File: config.mk
export PLATFORM = sky130hd
export DESIGN_NAME = ecd_decoder
export DESIGN_NICKNAME = d
export VERILOG_FILES = /design/src/hw/ecd_pkg.sv /design/src/hw/ecd_wait_timer.sv /design/src/hw/ecd_decoder.sv
export VERILOG_INCLUDE_DIRS = /design/src /design/src/hw
export SDC_FILE = /design/constraint.sdc
export NUM_CORES = 1
export LEC_CHECK = 0
export ABC_AREA = 1
export BUFFER_PORTS_ARGS = -buffer_cell sky130_fd_sc_hd__buf_4
export CAP_MARGIN = 15
export CORE_MARGIN = 8
export CORE_UTILIZATION = 40
export CTS_CLUSTER_DIAMETER = 40
export DETAILED_ROUTE_END_ITERATION = 12
export GPL_ROUTABILITY_DRIVEN = 0
export HOLD_SLACK_MARGIN = 0.08
export PLACE_DENSITY = 0.6
export REMOVE_ABC_BUFFERS = 1
export SYNTH_ARGS = -nofsm -noshare
export SYNTH_HDL_FRONTEND = slang
export SYNTH_SLANG_ARGS = --single-unit
File: constraint.sdc
create_clock -name i_clk_sys -period 2.9 [get_ports i_clk_sys]
set_input_delay 0.145 -clock i_clk_sys [delete_from_list [all_inputs] [get_ports i_clk_sys]]
set_output_delay 0.145 -clock i_clk_sys [all_outputs]
set_load 0.02 [all_outputs]
File: src/hw/ecd_cfg.svh
// Constants for the external memory chip select decoder
`ifndef ECD_CFG_SVH
`define ECD_CFG_SVH

// ************************************************************
// Register offsets (byte addresses on the register port)
// ************************************************************
`define ECD_AREA_STRIDE      8'h04
`define ECD_OFS_CTRL_LOW     8'h00
`define ECD_OFS_CTRL_HIGH    8'h01
`define ECD_OFS_START        8'h02
`define ECD_OFS_MASK         8'h03
`define ECD_OFS_DEF_LOW      8'h10
`define ECD_OFS_DEF_HIGH     8'h11
`define ECD_OFS_PAGE_ROM     8'h12
`define ECD_OFS_STATUS       8'h13

// ************************************************************
// Field positions
// ************************************************************
`define ECD_HIGH_ENABLE      7
`define ECD_HIGH_WHOLE_MODE  6
`define ECD_HIGH_MTYPE_LSB   2
`define ECD_HIGH_WIDTH_LSB   0
`define ECD_LOW_WRITE_LSB    4
`define ECD_LOW_READ_LSB     0
`define ECD_HIGH_MASK        8'hcf
`define ECD_LOW_MASK         8'h77

// ************************************************************
// Reset values
// ************************************************************
`define ECD_RST_LOW          8'h22
`define ECD_RST_HIGH         8'h00
`define ECD_RST_HIGH_AREA2   8'h80
`define ECD_RST_START        8'h00
`define ECD_RST_MASK         8'h00
`define ECD_RST_PAGE_ROM     8'h00

// ************************************************************
// Field codes
// ************************************************************
`define ECD_WIDTH_8          2'h0
`define ECD_WIDTH_16         2'h1
`define ECD_MTYPE_SRAM       2'h0
`define ECD_WAIT_2ST         3'h1
`define ECD_WAIT_3ST         3'h2
`define ECD_WAIT_4ST         3'h5
`define ECD_WAIT_5ST         3'h6
`define ECD_WAIT_6ST         3'h3
`define ECD_WAIT_PIN         3'h7

// ************************************************************
// Timing
// ************************************************************
`define ECD_CLK_PERIOD_NS    50
`define ECD_MIN_CYCLE_NS     100
`define ECD_MIN_STATES       ((`ECD_MIN_CYCLE_NS + `ECD_CLK_PERIOD_NS - 1) / `ECD_CLK_PERIOD_NS)
`define ECD_PIN_BASE_STATES  3

`endif

File: src/hw/ecd_pkg.sv
// Types shared by the chip select decoder files
package ecd_pkg;

   typedef enum logic {
      ECD_IDLE,
      ECD_ACTIVE
   } ecd_state_t;

   typedef logic [2:0] ecd_states_t;

endpackage

File: src/hw/ecd_wait_timer.sv
// Bus cycle state counter with fixed length and wait-pin stretching
`timescale 1ns/100ps
`default_nettype none
`include "ecd_cfg.svh"

module ecd_wait_timer
   import ecd_pkg::*;
(
   input  wire logic        i_clk_sys,
   input  wire logic        i_rst_n,
   input  wire logic        i_start,
   input  wire ecd_states_t i_states,
   input  wire logic        i_extend,
   input  wire logic        i_wait_n,
   output logic             o_busy,
   output logic             o_done
);

   ecd_state_t  state_r;
   ecd_state_t  state_nxt;
   ecd_states_t count_r;
   ecd_states_t count_nxt;
   ecd_states_t target_r;
   ecd_states_t target_nxt;
   logic        extend_r;
   logic        extend_nxt;
   logic        last;

   // The pin can only hold the final state; it never shortens a cycle
   assign last   = (state_r == ECD_ACTIVE) && (count_r >= target_r) && !(extend_r && !i_wait_n);
   assign o_busy = (state_r == ECD_ACTIVE);
   assign o_done = last;

   always_comb begin
      state_nxt  = state_r;
      count_nxt  = count_r;
      target_nxt = target_r;
      extend_nxt = extend_r;
      case (state_r)
         ECD_IDLE: begin
            if (i_start) begin
               state_nxt  = ECD_ACTIVE;
               count_nxt  = 3'h1;
               // Never shorter than the bus minimum
               if (i_states < ecd_states_t'(`ECD_MIN_STATES)) begin
                  target_nxt = ecd_states_t'(`ECD_MIN_STATES);
               end else begin
                  target_nxt = i_states;
               end
               extend_nxt = i_extend;
            end
         end
         ECD_ACTIVE: begin
            if (last) begin
               state_nxt = ECD_IDLE;
            end else if (count_r < target_r) begin
               count_nxt = count_r + 3'h1;
            end
         end
         default: begin
            state_nxt = ECD_IDLE;
         end
      endcase
   end

   always_ff @(posedge i_clk_sys or negedge i_rst_n) begin
      if (!i_rst_n) begin
         state_r  <= ECD_IDLE;
         count_r  <= 3'h0;
         target_r <= 3'h0;
         extend_r <= 1'b0;
      end else begin
         state_r  <= state_nxt;
         count_r  <= count_nxt;
         target_r <= target_nxt;
         extend_r <= extend_nxt;
      end
   end

endmodule
`default_nettype wire

File: src/hw/ecd_decoder.sv
// Chip select decoder: area registers, address compare and bus cycle timing
`timescale 1ns/100ps
`default_nettype none
`include "ecd_cfg.svh"

// How it works
// - Four programmable areas, each own chip select
// - Each area picks 8 or 16 bit bus
// - Six wait modes, read/write separate
// - Only area 2 enabled after reset
// - Area 2 covers everything while mode clear
// - Compare unmasked bits, assert matching select low
// - Start field gives A23..A16, 64K aligned
// - Mask bit 1 excludes, 0 includes
// - Maskable bit ranges differ per area
// - Area 1 shared bit covers A15..A9
// - Block sizes limited per area
// - Area 2 mode set uses start/mask
// - Priority: I/O, memory, areas 0..3
// - Unmatched access uses default space
// - Memory type 00 means static RAM/ROM
// - Page ROM control enables page reads
// - Width code 00 8-bit, 01 16-bit
// - Bus cycle at least two states
// - Wait codes give 2..6 fixed states
module ecd_decoder
   import ecd_pkg::*;
(
   input  wire logic        i_clk_sys,
   input  wire logic        i_rst_n,
   input  wire logic [7:0]  i_reg_addr,
   input  wire logic [7:0]  i_reg_wdata,
   input  wire logic        i_reg_wr,
   input  wire logic        i_reg_rd,
   output logic      [7:0]  o_reg_rdata,
   input  wire logic        i_bus_start,
   input  wire logic [23:0] i_bus_addr,
   input  wire logic        i_bus_write,
   input  wire logic        i_int_io_hit,
   input  wire logic        i_int_mem_hit,
   input  wire logic        i_wait_n,
   output logic      [3:0]  o_area_chip_select_n,
   output logic             o_default_space_chip_select_n,
   output logic             o_bus_16bit,
   output logic      [1:0]  o_memory_type,
   output logic             o_page_rom_enable,
   output logic             o_bus_busy,
   output logic             o_bus_done
);

   // ************************************************************
   // Register file
   // ************************************************************
   logic [7:0]  area_control_low_r    [4];
   logic [7:0]  area_control_low_nxt  [4];
   logic [7:0]  area_control_high_r   [4];
   logic [7:0]  area_control_high_nxt [4];
   logic [7:0]  area_start_address_r  [4];
   logic [7:0]  area_start_address_nxt[4];
   logic [7:0]  area_address_mask_r   [4];
   logic [7:0]  area_address_mask_nxt [4];
   logic [7:0]  default_low_r;
   logic [7:0]  default_low_nxt;
   logic [7:0]  default_high_r;
   logic [7:0]  default_high_nxt;
   logic [7:0]  page_rom_control_r;
   logic [7:0]  page_rom_control_nxt;
   logic [7:0]  rdata_r;
   logic [7:0]  rdata_nxt;

   // Bus cycle state
   logic [3:0]  area_cs_n_r;
   logic [3:0]  area_cs_n_nxt;
   logic        def_cs_n_r;
   logic        def_cs_n_nxt;
   logic        width16_r;
   logic        width16_nxt;
   logic [1:0]  mtype_r;
   logic [1:0]  mtype_nxt;
   logic [2:0]  last_hit_r;
   logic [2:0]  last_hit_nxt;

   logic [3:0]  area_hit;
   logic [23:0] full_mask [4];
   logic        timer_busy;
   logic        timer_done;
   logic        accept;
   logic [7:0]  sel_low;
   logic [7:0]  sel_high;
   logic        sel_default;
   logic [2:0]  wait_code;
   ecd_states_t wait_states;
   logic        wait_pin_mode;

   // Expand the 8-bit mask into a 24-bit address mask per area
   function automatic logic [23:0] expand_mask(input int unsigned area, input logic [7:0] m);
      logic [23:0] x;
      x = 24'h000000;
      case (area)
         0: begin
            // A20..A15 individually, A14..A9 by one bit, A8 alone
            x[20:15] = m[7:2];
            x[14:9]  = {6{m[1]}};
            x[8]     = m[0];
         end
         1: begin
            x[21:16] = m[7:2];
            x[15:9]  = {7{m[1]}};
            x[8]     = m[0];
         end
         default: begin
            // Lowest block is 32K: A14..A0 never compared
            x[22:15] = m;
            x[14:0]  = 15'h7fff;
         end
      endcase
      // Areas 0 and 1 never compare below A8
      if (area < 2) begin
         x[7:0] = 8'hff;
      end
      return x;
   endfunction

   // ************************************************************
   // Address compare per area
   // ************************************************************
   genvar g;
   generate
      for (g = 0; g < 4; g++) begin : g_area
         logic match;
         assign full_mask[g] = expand_mask(g, area_address_mask_r[g]);
         // Start field supplies A23..A16 only
         assign match = (((i_bus_addr ^ {area_start_address_r[g], 16'h0000})
                          & ~full_mask[g]) == 24'h000000);
         if (g == 2) begin : g_whole
            // Mode bit clear: whole 16M space
            assign area_hit[g] = area_control_high_r[g][`ECD_HIGH_ENABLE]
                                 && (!area_control_high_r[g][`ECD_HIGH_WHOLE_MODE]
                                     || match);
         end else begin : g_plain
            assign area_hit[g] = area_control_high_r[g][`ECD_HIGH_ENABLE] && match;
         end
      end
   endgenerate

   // ************************************************************
   // Priority select and wait setting
   // ************************************************************
   logic [1:0] sel_idx;
   always_comb begin
      sel_idx     = 2'h0;
      sel_default = 1'b0;
      // Built-in regions win over every area
      if (i_int_io_hit || i_int_mem_hit) begin
         sel_default = 1'b0;
      end else if (area_hit[0]) begin
         sel_idx = 2'h0;
      end else if (area_hit[1]) begin
         sel_idx = 2'h1;
      end else if (area_hit[2]) begin
         sel_idx = 2'h2;
      end else if (area_hit[3]) begin
         sel_idx = 2'h3;
      end else begin
         sel_default = 1'b1;
      end
   end

   assign sel_low  = sel_default ? default_low_r  : area_control_low_r[sel_idx];
   assign sel_high = sel_default ? default_high_r : area_control_high_r[sel_idx];
   assign wait_code = i_bus_write ? sel_low[`ECD_LOW_WRITE_LSB +: 3]
                                  : sel_low[`ECD_LOW_READ_LSB +: 3];

   always_comb begin
      wait_pin_mode = 1'b0;
      case (wait_code)
         `ECD_WAIT_2ST: wait_states = 3'h2;
         `ECD_WAIT_3ST: wait_states = 3'h3;
         `ECD_WAIT_4ST: wait_states = 3'h4;
         `ECD_WAIT_5ST: wait_states = 3'h5;
         `ECD_WAIT_6ST: wait_states = 3'h6;
         `ECD_WAIT_PIN: begin
            wait_states   = ecd_states_t'(`ECD_PIN_BASE_STATES);
            wait_pin_mode = 1'b1;
         end
         // Reserved codes fall back to the default length
         default: wait_states = 3'h3;
      endcase
   end

   // Internal regions are not external cycles, so no timer run
   assign accept = i_bus_start && !timer_busy && !(i_int_io_hit || i_int_mem_hit);

   ecd_wait_timer u_timer (
      .i_clk_sys (i_clk_sys),
      .i_rst_n   (i_rst_n),
      .i_start   (accept),
      .i_states  (wait_states),
      .i_extend  (wait_pin_mode),
      .i_wait_n  (i_wait_n),
      .o_busy    (timer_busy),
      .o_done    (timer_done)
   );

   // ************************************************************
   // Chip selects held for the whole bus cycle
   // ************************************************************
   always_comb begin
      area_cs_n_nxt = area_cs_n_r;
      def_cs_n_nxt  = def_cs_n_r;
      width16_nxt   = width16_r;
      mtype_nxt     = mtype_r;
      last_hit_nxt  = last_hit_r;
      if (accept) begin
         area_cs_n_nxt = 4'hf;
         def_cs_n_nxt  = !sel_default;
         if (!sel_default) begin
            area_cs_n_nxt[sel_idx] = 1'b0;
         end
         // Reserved width codes act as 8-bit
         width16_nxt  = (sel_high[`ECD_HIGH_WIDTH_LSB +: 2] == `ECD_WIDTH_16);
         mtype_nxt    = sel_high[`ECD_HIGH_MTYPE_LSB +: 2];
         last_hit_nxt = sel_default ? 3'h4 : {1'b0, sel_idx};
      end else if (timer_done) begin
         area_cs_n_nxt = 4'hf;
         def_cs_n_nxt  = 1'b1;
      end
   end

   always_ff @(posedge i_clk_sys or negedge i_rst_n) begin
      if (!i_rst_n) begin
         area_cs_n_r <= 4'hf;
         def_cs_n_r  <= 1'b1;
         width16_r   <= 1'b0;
         mtype_r     <= `ECD_MTYPE_SRAM;
         last_hit_r  <= 3'h0;
      end else begin
         area_cs_n_r <= area_cs_n_nxt;
         def_cs_n_r  <= def_cs_n_nxt;
         width16_r   <= width16_nxt;
         mtype_r     <= mtype_nxt;
         last_hit_r  <= last_hit_nxt;
      end
   end

   // ************************************************************
   // Register writes and reads
   // ************************************************************
   always_comb begin
      for (int n = 0; n < 4; n++) begin
         area_control_low_nxt[n]   = area_control_low_r[n];
         area_control_high_nxt[n]  = area_control_high_r[n];
         area_start_address_nxt[n] = area_start_address_r[n];
         area_address_mask_nxt[n]  = area_address_mask_r[n];
      end
      default_low_nxt      = default_low_r;
      default_high_nxt     = default_high_r;
      page_rom_control_nxt = page_rom_control_r;
      rdata_nxt            = 8'h00;
      if (i_reg_wr) begin
         for (int n = 0; n < 4; n++) begin
            if (i_reg_addr == 8'(n * 4) + `ECD_OFS_CTRL_LOW) begin
               area_control_low_nxt[n] = i_reg_wdata & `ECD_LOW_MASK;
            end
            if (i_reg_addr == 8'(n * 4) + `ECD_OFS_CTRL_HIGH) begin
               // Only area 2 has the whole-space mode bit
               area_control_high_nxt[n] = i_reg_wdata & `ECD_HIGH_MASK
                  & ((n == 2) ? 8'hff : ~(8'h01 << `ECD_HIGH_WHOLE_MODE));
            end
            if (i_reg_addr == 8'(n * 4) + `ECD_OFS_START) begin
               area_start_address_nxt[n] = i_reg_wdata;
            end
            if (i_reg_addr == 8'(n * 4) + `ECD_OFS_MASK) begin
               area_address_mask_nxt[n] = i_reg_wdata;
            end
         end
         case (i_reg_addr)
            `ECD_OFS_DEF_LOW:  default_low_nxt      = i_reg_wdata & `ECD_LOW_MASK;
            `ECD_OFS_DEF_HIGH: default_high_nxt     = i_reg_wdata & 8'h0f;
            `ECD_OFS_PAGE_ROM: page_rom_control_nxt = i_reg_wdata & 8'h01;
            default: begin
            end
         endcase
      end
      if (i_reg_rd) begin
         for (int n = 0; n < 4; n++) begin
            if (i_reg_addr == 8'(n * 4) + `ECD_OFS_CTRL_LOW)  rdata_nxt = area_control_low_r[n];
            if (i_reg_addr == 8'(n * 4) + `ECD_OFS_CTRL_HIGH) rdata_nxt = area_control_high_r[n];
            if (i_reg_addr == 8'(n * 4) + `ECD_OFS_START)     rdata_nxt = area_start_address_r[n];
            if (i_reg_addr == 8'(n * 4) + `ECD_OFS_MASK)      rdata_nxt = area_address_mask_r[n];
         end
         case (i_reg_addr)
            `ECD_OFS_DEF_LOW:  rdata_nxt = default_low_r;
            `ECD_OFS_DEF_HIGH: rdata_nxt = default_high_r;
            `ECD_OFS_PAGE_ROM: rdata_nxt = page_rom_control_r;
            `ECD_OFS_STATUS:   rdata_nxt = {4'h0, last_hit_r, timer_busy};
            default: begin
            end
         endcase
      end
   end

   always_ff @(posedge i_clk_sys or negedge i_rst_n) begin
      if (!i_rst_n) begin
         for (int n = 0; n < 4; n++) begin
            area_control_low_r[n]   <= `ECD_RST_LOW;
            // Area 2 alone comes up enabled, mode bit clear
            area_control_high_r[n]  <= (n == 2) ? `ECD_RST_HIGH_AREA2 : `ECD_RST_HIGH;
            area_start_address_r[n] <= `ECD_RST_START;
            area_address_mask_r[n]  <= `ECD_RST_MASK;
         end
         default_low_r      <= `ECD_RST_LOW;
         default_high_r     <= `ECD_RST_HIGH;
         page_rom_control_r <= `ECD_RST_PAGE_ROM;
         rdata_r            <= 8'h00;
      end else begin
         for (int n = 0; n < 4; n++) begin
            area_control_low_r[n]   <= area_control_low_nxt[n];
            area_control_high_r[n]  <= area_control_high_nxt[n];
            area_start_address_r[n] <= area_start_address_nxt[n];
            area_address_mask_r[n]  <= area_address_mask_nxt[n];
         end
         default_low_r      <= default_low_nxt;
         default_high_r     <= default_high_nxt;
         page_rom_control_r <= page_rom_control_nxt;
         rdata_r            <= rdata_nxt;
      end
   end

   // ************************************************************
   // Outputs
   // ************************************************************
   assign o_reg_rdata                   = rdata_r;
   assign o_area_chip_select_n          = area_cs_n_r;
   assign o_default_space_chip_select_n = def_cs_n_r;
   assign o_bus_16bit                   = width16_r;
   assign o_memory_type                 = mtype_r;
   assign o_page_rom_enable             = page_rom_control_r[0];
   assign o_bus_busy                    = timer_busy;
   assign o_bus_done                    = timer_done;

endmodule
`default_nettype wire

# After elaboration in Yosys (flattened, before gate mapping)

Cells that the tools add are included.

Flip-flop bits (word level): 147
Input bits: 49
Output and inout port bits: 19

$add $sub $neg: 1
$lt $le $gt $ge: 6
Equal/unequal tests: 28
Mux-type cells: 55
Bitwise operators: 15
Reductions and logical operators: 45

Operator list:

| operator                                             | count |
|---|---|
| 2-to-1 mux 8 bit                                     | 16 |
| bitwise AND 24 bit                                   | 4 |
| logical NOT 24 bit                                   | 4 |
| bitwise XOR 24 bit                                   | 4 |
| equality test 8 x 4 -> 1 bit (second input constant) | 8 |
| NOT 23 -> 24 bit                                     | 2 |
| AND reduction 2 bit                                  | 20 |
| binary-select mux 8 bit (select 2 bit)               | 2 |
| equality test 8 x 3 -> 1 bit (second input constant) | 4 |
| equality test 8 x 5 -> 1 bit (second input constant) | 4 |
| case mux 8 bit (4 select lines)                      | 1 |
| 2-to-1 mux 7 bit                                     | 4 |
| 2-to-1 mux 4 bit                                     | 6 |
| NOT 21 -> 24 bit                                     | 1 |
| NOT 22 -> 24 bit                                     | 1 |
| 2-to-1 mux 3 bit                                     | 6 |
| equality test 8 x 2 -> 1 bit (second input constant) | 2 |
| case mux 3 bit (4 select lines)                      | 1 |
| 2-to-1 mux 1 bit                                     | 11 |
| logical AND 1 bit                                    | 10 |
| 2-to-1 mux 2 bit                                     | 5 |
| equality test 3 bit (second input constant)          | 3 |
| equality test 8 x 1 -> 1 bit (second input constant) | 1 |
| logical NOT 8 bit                                    | 1 |
| other kinds (21)                                     | 29 |

# Longest topological paths before layout

Gate-level depths: netlist of the first run.

Depth in word-level cells: 19
Gate-level depth with buffers: 23
Mapped depth without buffers: 22

# By module

A second synthesis of the first run with hierarchy kept.

Cell total of the unflattened synthesis: 1,105
Area, all modules: 7,970.1 um^2

Modules (own cells, without submodules):

| module         | times used | cells each | area each (um^2) | seq. area each (um^2) |
|---|---|---|---|---|
| ecd_decoder    | 1          | 1,047      | 7,504.7          | 3,498.4 |
| ecd_wait_timer | 1          | 58         | 465.4            | 200.2 |

# Worst setup path after synthesis of the first run

Ideal clock, no wire load.

Path kind: register to register
From: register area_start_address_r[14] (netlist bit)
To: register u_timer.target_r[2]
Setup time: 0.117 ns
Arrival: 1.853 ns
Required time: 2.783 ns
Setup slack: 0.930 ns
Stages on the path, launching flop included: 20
Period minus slack after synthesis: 1.970 ns
Cell sequence: dfrtp_1 -> a21oi_1 -> nand2_1 -> nand2_1 -> nor2_1 -> nand2_2 -> nand2_2 -> a21oi_2 -> inv_2 -> nor2_4 -> inv_2 -> buf_6 -> nand3_1 -> nand2_1 -> nand2_2 -> inv_2 -> nand3_2 -> nand2_1 -> nor2_1 -> nor2_1

Cells in the longest elaborated chain, start to end: 19

Ends and longest elaborated chain:

| item                                                 | RTL line             | text |
|---|---|---|
| start, declared                                      | ecd_decoder.sv:58    | `logic [7:0] area_start_address_r [4];` |
| start signal, assigned by index                      | ecd_decoder.sv:309   | `` area_start_address_r[n] <= `ECD_RST_START; `` |
| start signal, assigned by index                      | ecd_decoder.sv:320   | `area_start_address_r[n] <= area_start_address_nxt[n];` |
| bitwise XOR 24 bit *                                 | ecd_decoder.sv:133   | `assign match = (((i_bus_addr ^ {area_start_address_r[g], 16'h0000})` |
| bitwise AND 24 bit *                                 | ecd_decoder.sv:134   | `& ~full_mask[g]) == 24'h000000);` |
| logical NOT 24 bit *                                 | ecd_decoder.sv:133   |  |
| logical OR 1 bit *                                   | ecd_decoder.sv:138   | `` && (!area_control_high_r[g][`ECD_HIGH_WHOLE_MODE] `` |
| logical AND 1 bit *                                  | ecd_decoder.sv:137   | `` assign area_hit[g] = area_control_high_r[g][`ECD_HIGH_ENABLE] `` |
| 2-to-1 mux 2 bit                                     | ecd_decoder.sv:160   | `end else if (area_hit[2]) begin` |
| 2-to-1 mux 2 bit                                     | ecd_decoder.sv:158   | `end else if (area_hit[1]) begin` |
| 2-to-1 mux 2 bit                                     | ecd_decoder.sv:156   | `end else if (area_hit[0]) begin` |
| (+2 left out)                                        | n/a                  |  |
| binary-select mux 8 bit (select 2 bit)               | ecd_decoder.sv:169   | `assign sel_low = sel_default ? default_low_r : area_control_low_r[sel_idx];` |
| 2-to-1 mux 7 bit (not written as such) (2 in a row)  | ecd_decoder.sv:169   |  |
| 2-to-1 mux 7 bit *                                   | ecd_decoder.sv:169   |  |
| 2-to-1 mux 3 bit *                                   | ecd_decoder.sv:171   | `` assign wait_code = i_bus_write ? sel_low[`ECD_LOW_WRITE_LSB +: 3] `` |
| equality test 3 x 2 -> 1 bit (tied with other cells) | ecd_decoder.sv:176   | `case (wait_code)` |
| case mux 3 bit (4 select lines) *                    | ecd_decoder.sv:176   |  |
| less-than comparator 3 x 2 -> 1 bit                  | ecd_wait_timer.sv:45 | `` if (i_states < ecd_states_t'(`ECD_MIN_STATES)) begin `` |
| 2-to-1 mux 3 bit *                                   | ecd_wait_timer.sv:45 |  |
| end signal, assigned                                 | ecd_wait_timer.sv:75 | `target_r <= target_nxt;` |
| end, declared                                        | ecd_wait_timer.sv:23 | `ecd_states_t target_r;` |

Mark *: on every way between the ends. The rest lies on a longest branch, timed or not. The select of a mux whose other input is x is not followed.
A chain may end at the register's enable or synchronous reset.

# Worst setup path in the final report of the first run

From: register area_start_address_r[5] (netlist bit)
To: register u_timer.target_r[2]

Cells in the longest elaborated chain, start to end: 19

Ends and longest elaborated chain:

| item                                                 | RTL line             | text |
|---|---|---|
| bitwise XOR 24 bit *                                 | ecd_decoder.sv:133   |  |
| bitwise AND 24 bit *                                 | ecd_decoder.sv:134   |  |
| logical NOT 24 bit *                                 | ecd_decoder.sv:133   |  |
| logical AND 1 bit *                                  | ecd_decoder.sv:141   | `` assign area_hit[g] = area_control_high_r[g][`ECD_HIGH_ENABLE] && match; `` |
| 2-to-1 mux 2 bit                                     | ecd_decoder.sv:162   | `end else if (area_hit[3]) begin` |
| 2-to-1 mux 2 bit                                     | ecd_decoder.sv:160   |  |
| 2-to-1 mux 2 bit                                     | ecd_decoder.sv:158   |  |
| 2-to-1 mux 2 bit                                     | ecd_decoder.sv:156   |  |
| (+2 left out)                                        | n/a                  |  |
| binary-select mux 8 bit (select 2 bit)               | ecd_decoder.sv:169   |  |
| 2-to-1 mux 7 bit (not written as such) (2 in a row)  | ecd_decoder.sv:169   |  |
| 2-to-1 mux 7 bit *                                   | ecd_decoder.sv:169   |  |
| 2-to-1 mux 3 bit *                                   | ecd_decoder.sv:171   |  |
| equality test 3 x 2 -> 1 bit (tied with other cells) | ecd_decoder.sv:176   |  |
| case mux 3 bit (4 select lines) *                    | ecd_decoder.sv:176   |  |
| less-than comparator 3 x 2 -> 1 bit                  | ecd_wait_timer.sv:45 |  |
| 2-to-1 mux 3 bit *                                   | ecd_wait_timer.sv:45 |  |

Marked as above.

==> results of run 1 <==
worst max path at each step:
stage	startpoint	to	slack (ns)	cells after the start
final	area_start_address_r[5]	u_timer.target_r[2]	0.39	16
after global placement	area_start_address_r[24]	u_timer.target_r[1]	0.44	19
after detailed placement	area_start_address_r[29]	u_timer.target_r[1]	0.44	16
after global routing	area_address_mask_r[24]	u_timer.target_r[2]	0.17	19
after floorplan	area_start_address_r[29]	u_timer.target_r[1]	0.77	16
after CTS	area_start_address_r[5]	u_timer.target_r[2]	0.41	16
synth_stat cells, drive strengths merged:
library cell / n
nor4: 1
xor2: 2
a211oi: 1
a31oi: 3
a2111oi: 1
o22ai: 5
clkinv: 1
nand3: 63
nand3b: 7
inv: 109
ha: 4
or2: 6
clkbuf: 25
o211ai: 5
a21oi: 33
nand2: 334
buf: 9
nor3: 8
o2111ai: 6
o21ai: 164
nor3b: 1
xnor2: 4
dfrtp: 131
a221oi: 2
nand4: 20
o21a: 1
a22oi: 1
dfstp: 16
nor2: 72
final cells by class:
cell class	count	area (sq um)
well taps	265	332
clock buffers	23	468
clock inverters	9	130
multi-input cells	744	3560
flip-flops and latches	147	3700
inverters	110	413
fillers	1950	10200
repair buffers	73	564
report_power, final:
group	leakage, uW	switching (uW)	internal [uW]
clock network	0.000291	856	1400
registers	0.00194	140	2230
logic	0.00198	508	295
worst register-to-register path: cells and delay by family, from the launching register on:
kind                   cells  cell delay (ns)
AND/OR/NAND/NOR           14             1.69
flip-flops                 1             0.42
AO/OA/AOI/OAI              1             0.25
buffers and inverters      1             0.05
per-stage QoR:
| stage | utilization | cells | setup WS (ns) |
|---|---|---|---|
| 2_1_floorplan | - | 1001 | 0.772 |
| 6_report | 0.474 | 1371 | 0.389 |
| 3_5_place_dp | 0.440 | 1334 | 0.436 |
| 5_1_grt | 0.474 | 1371 | 0.168 |
| 3_3_place_gp | 0.440 | 1334 | 0.436 |
| 4_1_cts | 0.474 | 1371 | 0.409 |
per-layer routing:
layer	up-vias	track usage
li1	3499	-
met1	3363	0.294
met2	253	0.326
met3	35	0.0366
met4	0	0.0864
met5	-	0
placed cells by master (no fill, tap or decap), drive strengths merged, types with 7 or more instances in the layout:
cell type,instances
a21oi,33
nand3b,7
o21ai,164
inv,109
nor2,72
dfrtp,131
nand4,20
buf,68
nor3,8
nand3,63
dfstp,16
nand2,334
clkbuf,23
flip-flops by register name, summed over array words and instances, names as in the netlist:
| register | count |
|---|---|
| u_timer.o_busy | 1 |
| o_bus_16bit | 1 |
| area_start_address_r | 32 |
| u_timer.target_r | 3 |
| area_address_mask_r | 32 |
| o_reg_rdata | 8 |
| o_memory_type | 2 |
| default_high_r | 4 |
| page_rom_control_r | 1 |
| area_control_high_r | 21 |
| last_hit_r | 3 |
| u_timer.count_r | 3 |
| o_area_chip_select_n | 4 |
| u_timer.extend_r | 1 |
| o_default_space_chip_select_n | 1 |
| area_control_low_r | 24 |
| default_low_r | 6 |
what timing repair did:
action	in CTS	in global routing
setup endpoints to repair	0	0
hold buffers	5	0
endpoints found under the hold margin	57	0
cells by family (layout without fill, tap and decap cells):
logic type / Yosys count / after routing
simple gates: 512 / 512
flops: 147 / 147
fa+ha+maj: 4 / 4
xor+xnor: 6 / 6
compound gates: 222 / 222
buf+inv: 144 / 215
==> flow_summary_export.csv, run 1 <==
group,metric,value,unit
clock_network,cts_buffer_depth,2,
critical_path,slowest_delay,0.42,ns
hold_path,hold_depth,4,
clock_network,cts_resized,0,
clock_network,post_cts_buffers,0,
pwr,ir_worst_vdd,0.440,mV
sta,hold_viol,0,
die,dieWidth,156,um
clock_network,cts_sinks,147,
critical_path,path_class,"register to register",
critical_path,path_cells,"o21ai_0, nand4_1, nor2_1, nand2_2, nand2_4, nand2_4, nand2_1, nand3_1, nand3_1, nand2_1, nand2_2, inv_2, nand3_2, nand2_1, nor2_1, nor2_1",
logic_synthesis,synth_xor_area_frac,0.00670,
clock_network,cts_max_level,4,
critical_path,cp-end-kind,"register",
clock_network,clk_pin_slew,0.06,ns
die,io_pins,68,
sta,grt_setup_unrepaired,"no",
clock_network,cts_buffers,17,
logic_synthesis,synthDominantCellAreaShare,0.418,
global_routing,gr-total-overflow,0,
global_routing,grt_util_all_layers,0.213,
logic_synthesis,ys_seq_elements,147,
route,routedWlPerCell,18.1,um
logic_synthesis,synthAdderAreaFrac,0.00638,
route,top_layer_used,"met4",
final_layout,fin_area,9160,sq um
sta,fmax,0.398,GHz
sta,setup_tns,0,ns
place,io_buffer_count,59,
pwr,leakage,0.00421,uW
route,drc,0,
route,dr.pass1.iters,6,
critical_path,critical_path.slowest_cell,"dfrtp_1",
die,initial_core_util,0.406,
critical_path,path_delay_family,"simple AND/OR/NAND/NOR gates",
route,met3WireLength,1.57,mm
critical_path,arrival,2.83,ns
critical_path,worstReg2RegEnd,"u_timer.target_r[2]",
hold_path,hold_class,"input port to register",
global_routing,grt_pass1_vias,6899,
critical_path,worstPathBufferInverterCount,1,
logic_synthesis,synthTopCellsByArea,"dfrtp_1, nand2_1, o21ai_0, dfstp_2, inv_1",
sta,finalCritPeriodShare,0.866,
critical_path,startpoint_type,"register",
critical_path,reg2reg_from,"area_start_address_r[5]",
logic_synthesis,yosys.area.top_type,"dfrtp_1",
logic_synthesis,synth.avg_cell_area,7.58,sq um
route,antenna_left,0,
flow_run,drv_cap,0,
logic_synthesis,yosysSeqAreaShare,0.472,
logic_synthesis,ys_warn_count,0,
logic_synthesis,synth_top_family_by_area,"simple AND/OR/NAND/NOR gates",
sta,finalCriticalPeriod,2.51,ns
route,routed_wl,24.8,mm
sta,fin_skew,0.00709,ns
place,place_hpwl,18.1,mm
logic_synthesis,ys_types,43,
sta,maxSlewHeadroom,0.408,
place,post_dp_cell_area,8510,sq um
logic_synthesis,synth_area,7840,sq um
final_layout,fin_nets,1146,
logic_synthesis,synthSimpleGateAreaFrac,0.289,
critical_path,required,3.21,ns
die,die_h,156,um
sta,report.final.slew_viol_count,0,
route,vias,7150,
global_routing,grt_pass1_wl,39.4,mm
pwr,power_density,593,nW/um^2
critical_path,rrSetupSlack,0.39,ns
pwr,power.total,5430,uW
global_routing,grt_max_degree,57,
status,status,"finished, final reports clean",
hold_path,holdPathEnd,"u_timer.o_busy",
sta,worst_pin_slew,0.887,ns
route,wl_met1,11.4,mm
logic_synthesis,netlist_instances,1035,
sta,setup_violations,0,
clock_network,root_buffer,"clkbuf_16",
global_routing,antenna_found_initial,0,
final_layout,antenna-diode-count,0,
die,core_area,19300,sq um
logic_synthesis,synth_mux_area_frac,0,
hold_path,hold_start,"i_bus_start",
final_layout,area_delta_synth_final,16.8,%
route,routed-wl-met2,11.2,mm
critical_path,worstPathMaxFanout,22,
die,die_area,24300,sq um
final_layout,drive_gt1_frac,0.153,
clock_network,cts_tree,"built",
sta,worst_hold_slack,0.165,ns
route,first_iter_violations,782,
critical_path,rr_worst_depth,16,
clock_network,worstSkewPairLatency,0.43,ns
route,via_per_inst,5.22,
die,num_rows,51,
logic_synthesis,synth_compound_area_frac,0.151,
(Power assumes the default switching activity.)
==> run 2, diff against run 1 <==
- CORE_MARGIN: 8 -> unset
- clock period: 2.9 -> 2.8 ns (I/O delays scaled with it)
==> flow_summary_export.csv, run 2 (synthesized netlist as in run 1, its figures left out) <==
group,metric,value,unit
final_layout,antenna-diode-count,0,
sta,report.final.slew_viol_count,0,
critical_path,rrSetupSlack,0.30,ns
route,routedWlPerCell,18.1,um
sta,grt_setup_unrepaired,"no",
sta,worst_hold_slack,0.153,ns
die,dieWidth,142,um
final_layout,fin_cells,1366,
sta,setup_violations,0,
place,place_ws,0.382,ns
route,drc,0,
pwr,power_density,624,nW/um^2
final_layout,area_delta_synth_final,17.3,%
flow_run,drv_cap,0,
die,io_pins,68,
final_layout,fin_nets,1146,
die,num_rows,50,
global_routing,antenna_found_initial,0,
sta,finalCriticalPeriod,2.50,ns
final_layout,top_regs,"area_address_mask_r x32, area_start_address_r x32, area_control_low_r x24",
place,place_inst,1329,
critical_path,required,3.12,ns
status,status,"finished, final reports clean",
hold_path,hold_start,"i_bus_start",
pwr,clockPowerShare,0.427,
die,die_h,142,um
die,initial_core_util,0.414,
critical_path,startpoint_type,"register",
die,core_area,19000,sq um
pwr,swShare,0.281,
critical_path,path_class,"register to register",
sta,post-route-worst-setup-slack,0.296,ns
global_routing,grt_max_degree,81,
critical_path,reg2reg_from,"area_start_address_r[20]",
place,place_hpwl,17.6,mm
critical_path,arrival,2.83,ns
pwr,p_int,4120,uW
clock_network,post_cts_buffers,0,
global_routing,gr-total-overflow,0,
final_layout,drive_gt1_frac,0.156,
sta,setup_tns,0,ns
sta,fin_skew,0.0158,ns
sta,finalCritPeriodShare,0.894,
critical_path,cp-end-kind,"register",
place,io_buffer_count,59,
final_layout,final_common_cell,"nand2_1",
global_routing,grt_pass1_vias,6818,
route,dr.pass1.iters,5,
pwr,leakage,0.00422,uW
clock_network,cts_resized,0,
route,routed_wl,24.7,mm
global_routing,grt_pass1_wl,38.9,mm
pwr,pwr-share-comb,0.144,
clock_network,worstSkewPairLatency,0.44,ns
critical_path,worstPathMaxFanout,22,
route,via_per_inst,5.28,
sta,maxSlewHeadroom,0.418,
clock_network,cts_buffer_depth,2,
clock_network,root_buffer,"clkbuf_16",
clock_network,cts_sinks,147,
sta,hold_viol,0,
final_layout,final_cell_mix,"nand2_1, o21ai_0, dfrtp_1",
pwr,switchingPower,1610,uW
global_routing,grt_util_all_layers,0.261,
route,first_iter_violations,770,
final_layout,fin_util,0.485,
clock_network,clk_pin_slew,0.06,ns
die,die_area,20200,sq um
route,antenna_left,0,
pwr,p_seq_frac,0.428,
pwr,ir_worst_vdd,0.457,mV
route,vias,7219,
clock_network,cts_tree,"built",
clock_network,cts_buffers,17,
clock_network,cts_max_level,4,
critical_path,cp-startpoint,"area_start_address_r[20]",
hold_path,hold_class,"input port to register",
sta,fmax,0.399,GHz
sta,worst_pin_slew,0.872,ns
[run 2: layout make-up]
cell class	instances	area, sq um
clock buffer	22	484
tap	260	325
sequential	147	3700
inverter	110	413
timing repair buffer	73	577
multi-input combinational	744	3560
clock inverter	10	146
fill	1913	9760
[run 2: worst max-delay path, stage by stage (launching register included)]
cell	delay, ns
dfrtp_1	0.41
o21ai_0	0.16
o21ai_0	0.11
nor2_1	0.17
o211ai_2	0.24
nand2_4	0.24
nand2_4	0.21
nand2_1	0.11
nand3_1	0.09
nand3_1	0.12
nand2_1	0.07
nand2_2	0.12
inv_2	0.05
nand3_2	0.07
nand2_1	0.05
nor2_1	0.11
nor2_1	0.04
[run 2: what timing repair did]
action / in CTS / in global routing
endpoints found under the setup margin: 0 / 0
endpoints found under the hold margin: 75 / 0
hold buffers: 5 / 0
[run 2: path summary, 6_finish.rpt]
kind,to,depth (start not counted)
max in group asynchronous,default_low_r[5],3
hold / removal,u_timer.o_busy,4
setup reg to reg,u_timer.target_r[2],16
setup / recovery,u_timer.target_r[2],16
hold reg to reg,area_address_mask_r[30],2
min in group asynchronous,area_control_low_r[18],2
[run 2: power by group through the flow]
stage	Sequential, uW	Combinational [uW]	Clock [uW]
finish	2460	828	2450
CTS	2450	836	2480
global placement	2490	811	0
global route	2480	935	2550
detailed placement	2490	828	0
floorplan	2490	454	0
[run 2: per-layer routing]
layer | GRT usage | up-vias | part of all wire
li1 | - | 3495 | -
met5 | 0 | - | 0
met1 | 0.370 | 3398 | 0.46
met3 | 0.0407 | 45 | 0.063
met2 | 0.402 | 281 | 0.45
met4 | 0.0990 | 0 | 0.026
[run 2: per-stage QoR]
stage          cell area [sq um]  total power (uW)
6_report                    9200              5740
5_1_grt                     9200              5960
4_1_cts                     9200              5770
3_5_place_dp                8520              3320
3_3_place_gp                8520              3300
2_1_floorplan               7670              2940
==> run 3, diff against run 2 <==
- clock period: 2.8 -> 2.7 ns (I/O delays scaled with it)
==> flow_summary_export.csv, run 3 (synthesized netlist as in run 1, its figures left out) <==
group,metric,value,unit
final_layout,area_delta_synth_final,17.4,%
global_routing,grt_pass1_wl,39.0,mm
global_routing,gr-total-overflow,0,
critical_path,worstPathBufferInverterCount,1,
critical_path,path_delay_family,"simple AND/OR/NAND/NOR gates",
sta,fin_skew,0.00836,ns
die,initial_core_util,0.414,
sta,hold_viol,0,
critical_path,slowest_delay,0.44,ns
final_layout,top_regs,"area_address_mask_r x32, area_start_address_r x32, area_control_low_r x24",
global_routing,grt_util_all_layers,0.261,
critical_path,worstPathMaxFanout,22,
global_routing,grt_max_degree,70,
critical_path,startpoint_type,"register",
critical_path,critPathMostFrequentCell,"nand2_1",
pwr,power_density,632,nW/um^2
final_layout,final-seq-area,3700,sq um
route,drc,0,
route,routedWlPerCell,18.0,um
die,io_pins,68,
clock_network,post_cts_buffers,0,
clock_network,root_buffer,"clkbuf_16",
critical_path,arrival,2.79,ns
final_layout,multi_input_area,3560,sq um
die,die_h,142,um
critical_path,cp-startpoint,"area_start_address_r[17]",
route,routed_wl,24.6,mm
clock_network,cts_buffers,17,
critical_path,path_class,"register to register",
critical_path,cp-end-kind,"register",
place,post_dp_cell_area,8560,sq um
hold_path,hold_depth,4,
final_layout,final_common_cell,"nand2_1",
critical_path,critical_path.slowest_cell,"dfrtp_1",
clock_network,cts_sinks,147,
die,dieWidth,142,um
clock_network,cts_max_level,4,
hold_path,hold_class,"input port to register",
sta,fmax,0.405,GHz
sta,grt_setup_unrepaired,"no",
place,place_hpwl,17.8,mm
final_layout,fin_nets,1151,
final_layout,fill_cells,1907,
route,vias,7174,
sta,report.final.slew_viol_count,0,
critical_path,required,3.03,ns
global_routing,grt_pass1_vias,6860,
pwr,leakage,0.00423,uW
flow_run,drv_cap,0,
sta,worst_pin_slew,0.874,ns
clock_network,worstSkewPairLatency,0.44,ns
critical_path,worstReg2RegEnd,"u_timer.target_r[2]",
critical_path,worstSetupEndpoint,"u_timer.target_r[2]",
pwr,power.total,5810,uW
global_routing,antenna_found_initial,0,
final_layout,final_cell_mix,"nand2_1, o21ai_0, dfrtp_1",
clock_network,clk_pin_slew,0.07,ns
pwr,ir_worst_vdd,0.490,mV
route,via_per_inst,5.23,
critical_path,path_depth,16,
sta,worst_hold_slack,0.144,ns
die,core_area,19000,sq um
clock_network,cts_buffer_depth,2,
clock_network,cts_tree,"built",
final_layout,fin_area,9200,sq um
final_layout,fin_util,0.485,
final_layout,drive_gt1_frac,0.160,
die,die_area,20200,sq um
die,num_rows,50,
critical_path,rr_worst_depth,16,
critical_path,path_cells,"o21ai_0, nand2_1, nor2_1, o211ai_2, nand2_4, nand2_4, nand2_1, nand3_1, nand3_1, nand2_1, nand2_2, inv_2, nand3_2, nand2_1, nor2_1, nor2_1",
route,antenna_left,0,
final_layout,antenna-diode-count,0,
sta,finalCriticalPeriod,2.47,ns
route,first_iter_violations,718,
critical_path,rrSetupSlack,0.23,ns
critical_path,reg2reg_from,"area_start_address_r[17]",
route,dr.pass1.iters,6,
sta,finalCritPeriodShare,0.914,
sta,maxSlewHeadroom,0.417,
place,io_buffer_count,59,
sta,setup_violations,0,
status,status,"finished, final reports clean",
sta,setup_tns,0,ns
==> run 3: changes by cell type in the layout (fill, tap and decap cells not counted), moves of 2 or more <==
cell / previous run / this run
buf_4: 66 / 71
clkinv_4: 1 / 5
clkbuf_8: 4 / 1
clkinv_2: 0 / 2
==> run 3: worst register-to-register path, stage by stage (launching register included) <==
cell      delay, ns
dfrtp_1        0.44
o21ai_0        0.18
nand2_1        0.07
nor2_1         0.16
o211ai_2       0.22
nand2_4        0.23
nand2_4        0.22
nand2_1        0.12
nand3_1        0.11
nand3_1        0.11
nand2_1        0.06
nand2_2        0.11
inv_2          0.05
nand3_2        0.07
nand2_1        0.06
nor2_1         0.12
nor2_1         0.04
==> run 3: area by class of cell <==
| class | count | share of cell area |
|---|---|---|
| inverters | 110 | 0.0449 |
| clock buffers | 18 | 0.0477 |
| clock inverters | 14 | 0.0170 |
| repair buffers | 78 | 0.0668 |
| multi-input cells | 744 | 0.386 |
| flip-flops and latches | 147 | 0.402 |
| well taps | 260 | 0.0354 |
==> run 3: metal layers <==
layer / part of all wire / GRT usage
met1: 0.47 / 0.371
met2: 0.44 / 0.397
met3: 0.060 / 0.0491
met4: 0.029 / 0.0962
met5: 0 / 0
==> run 3: repair_timing <==
item | 4_1_cts | 5_1_grt
endpoints found under the hold margin | 65 | 0
hold buffers | 5 | 0
resized for setup | 0 | 0
==> run 3: worst min-delay path by stage <==
stage,start,endpoint,slack (ns)
5_1_grt,i_bus_start,u_timer.o_busy,0.17
2_1_floorplan,i_rst_n,area_address_mask_r[0],-0.16
3_3_place_gp,i_rst_n,area_control_high_r[16],0.20
3_5_place_dp,i_rst_n,area_control_high_r[16],0.19
4_1_cts,i_bus_start,u_timer.o_busy,0.13
6_report,i_bus_start,u_timer.o_busy,0.14
==> run 3: per-stage QoR <==
step | instances | setup WS (ns)
floorplan | 1001 | 0.572
global placement | 1334 | 0.269
detailed placement | 1334 | 0.264
CTS | 1371 | 0.258
global route | 1371 | 0.0102
finish | 1371 | 0.233
==> run 3: where the power goes <==
group          total (uW)  internal (uW)  switching (uW)
Clock                2420           1400            1020
Combinational         851            319             533
Sequential           2550           2400             148
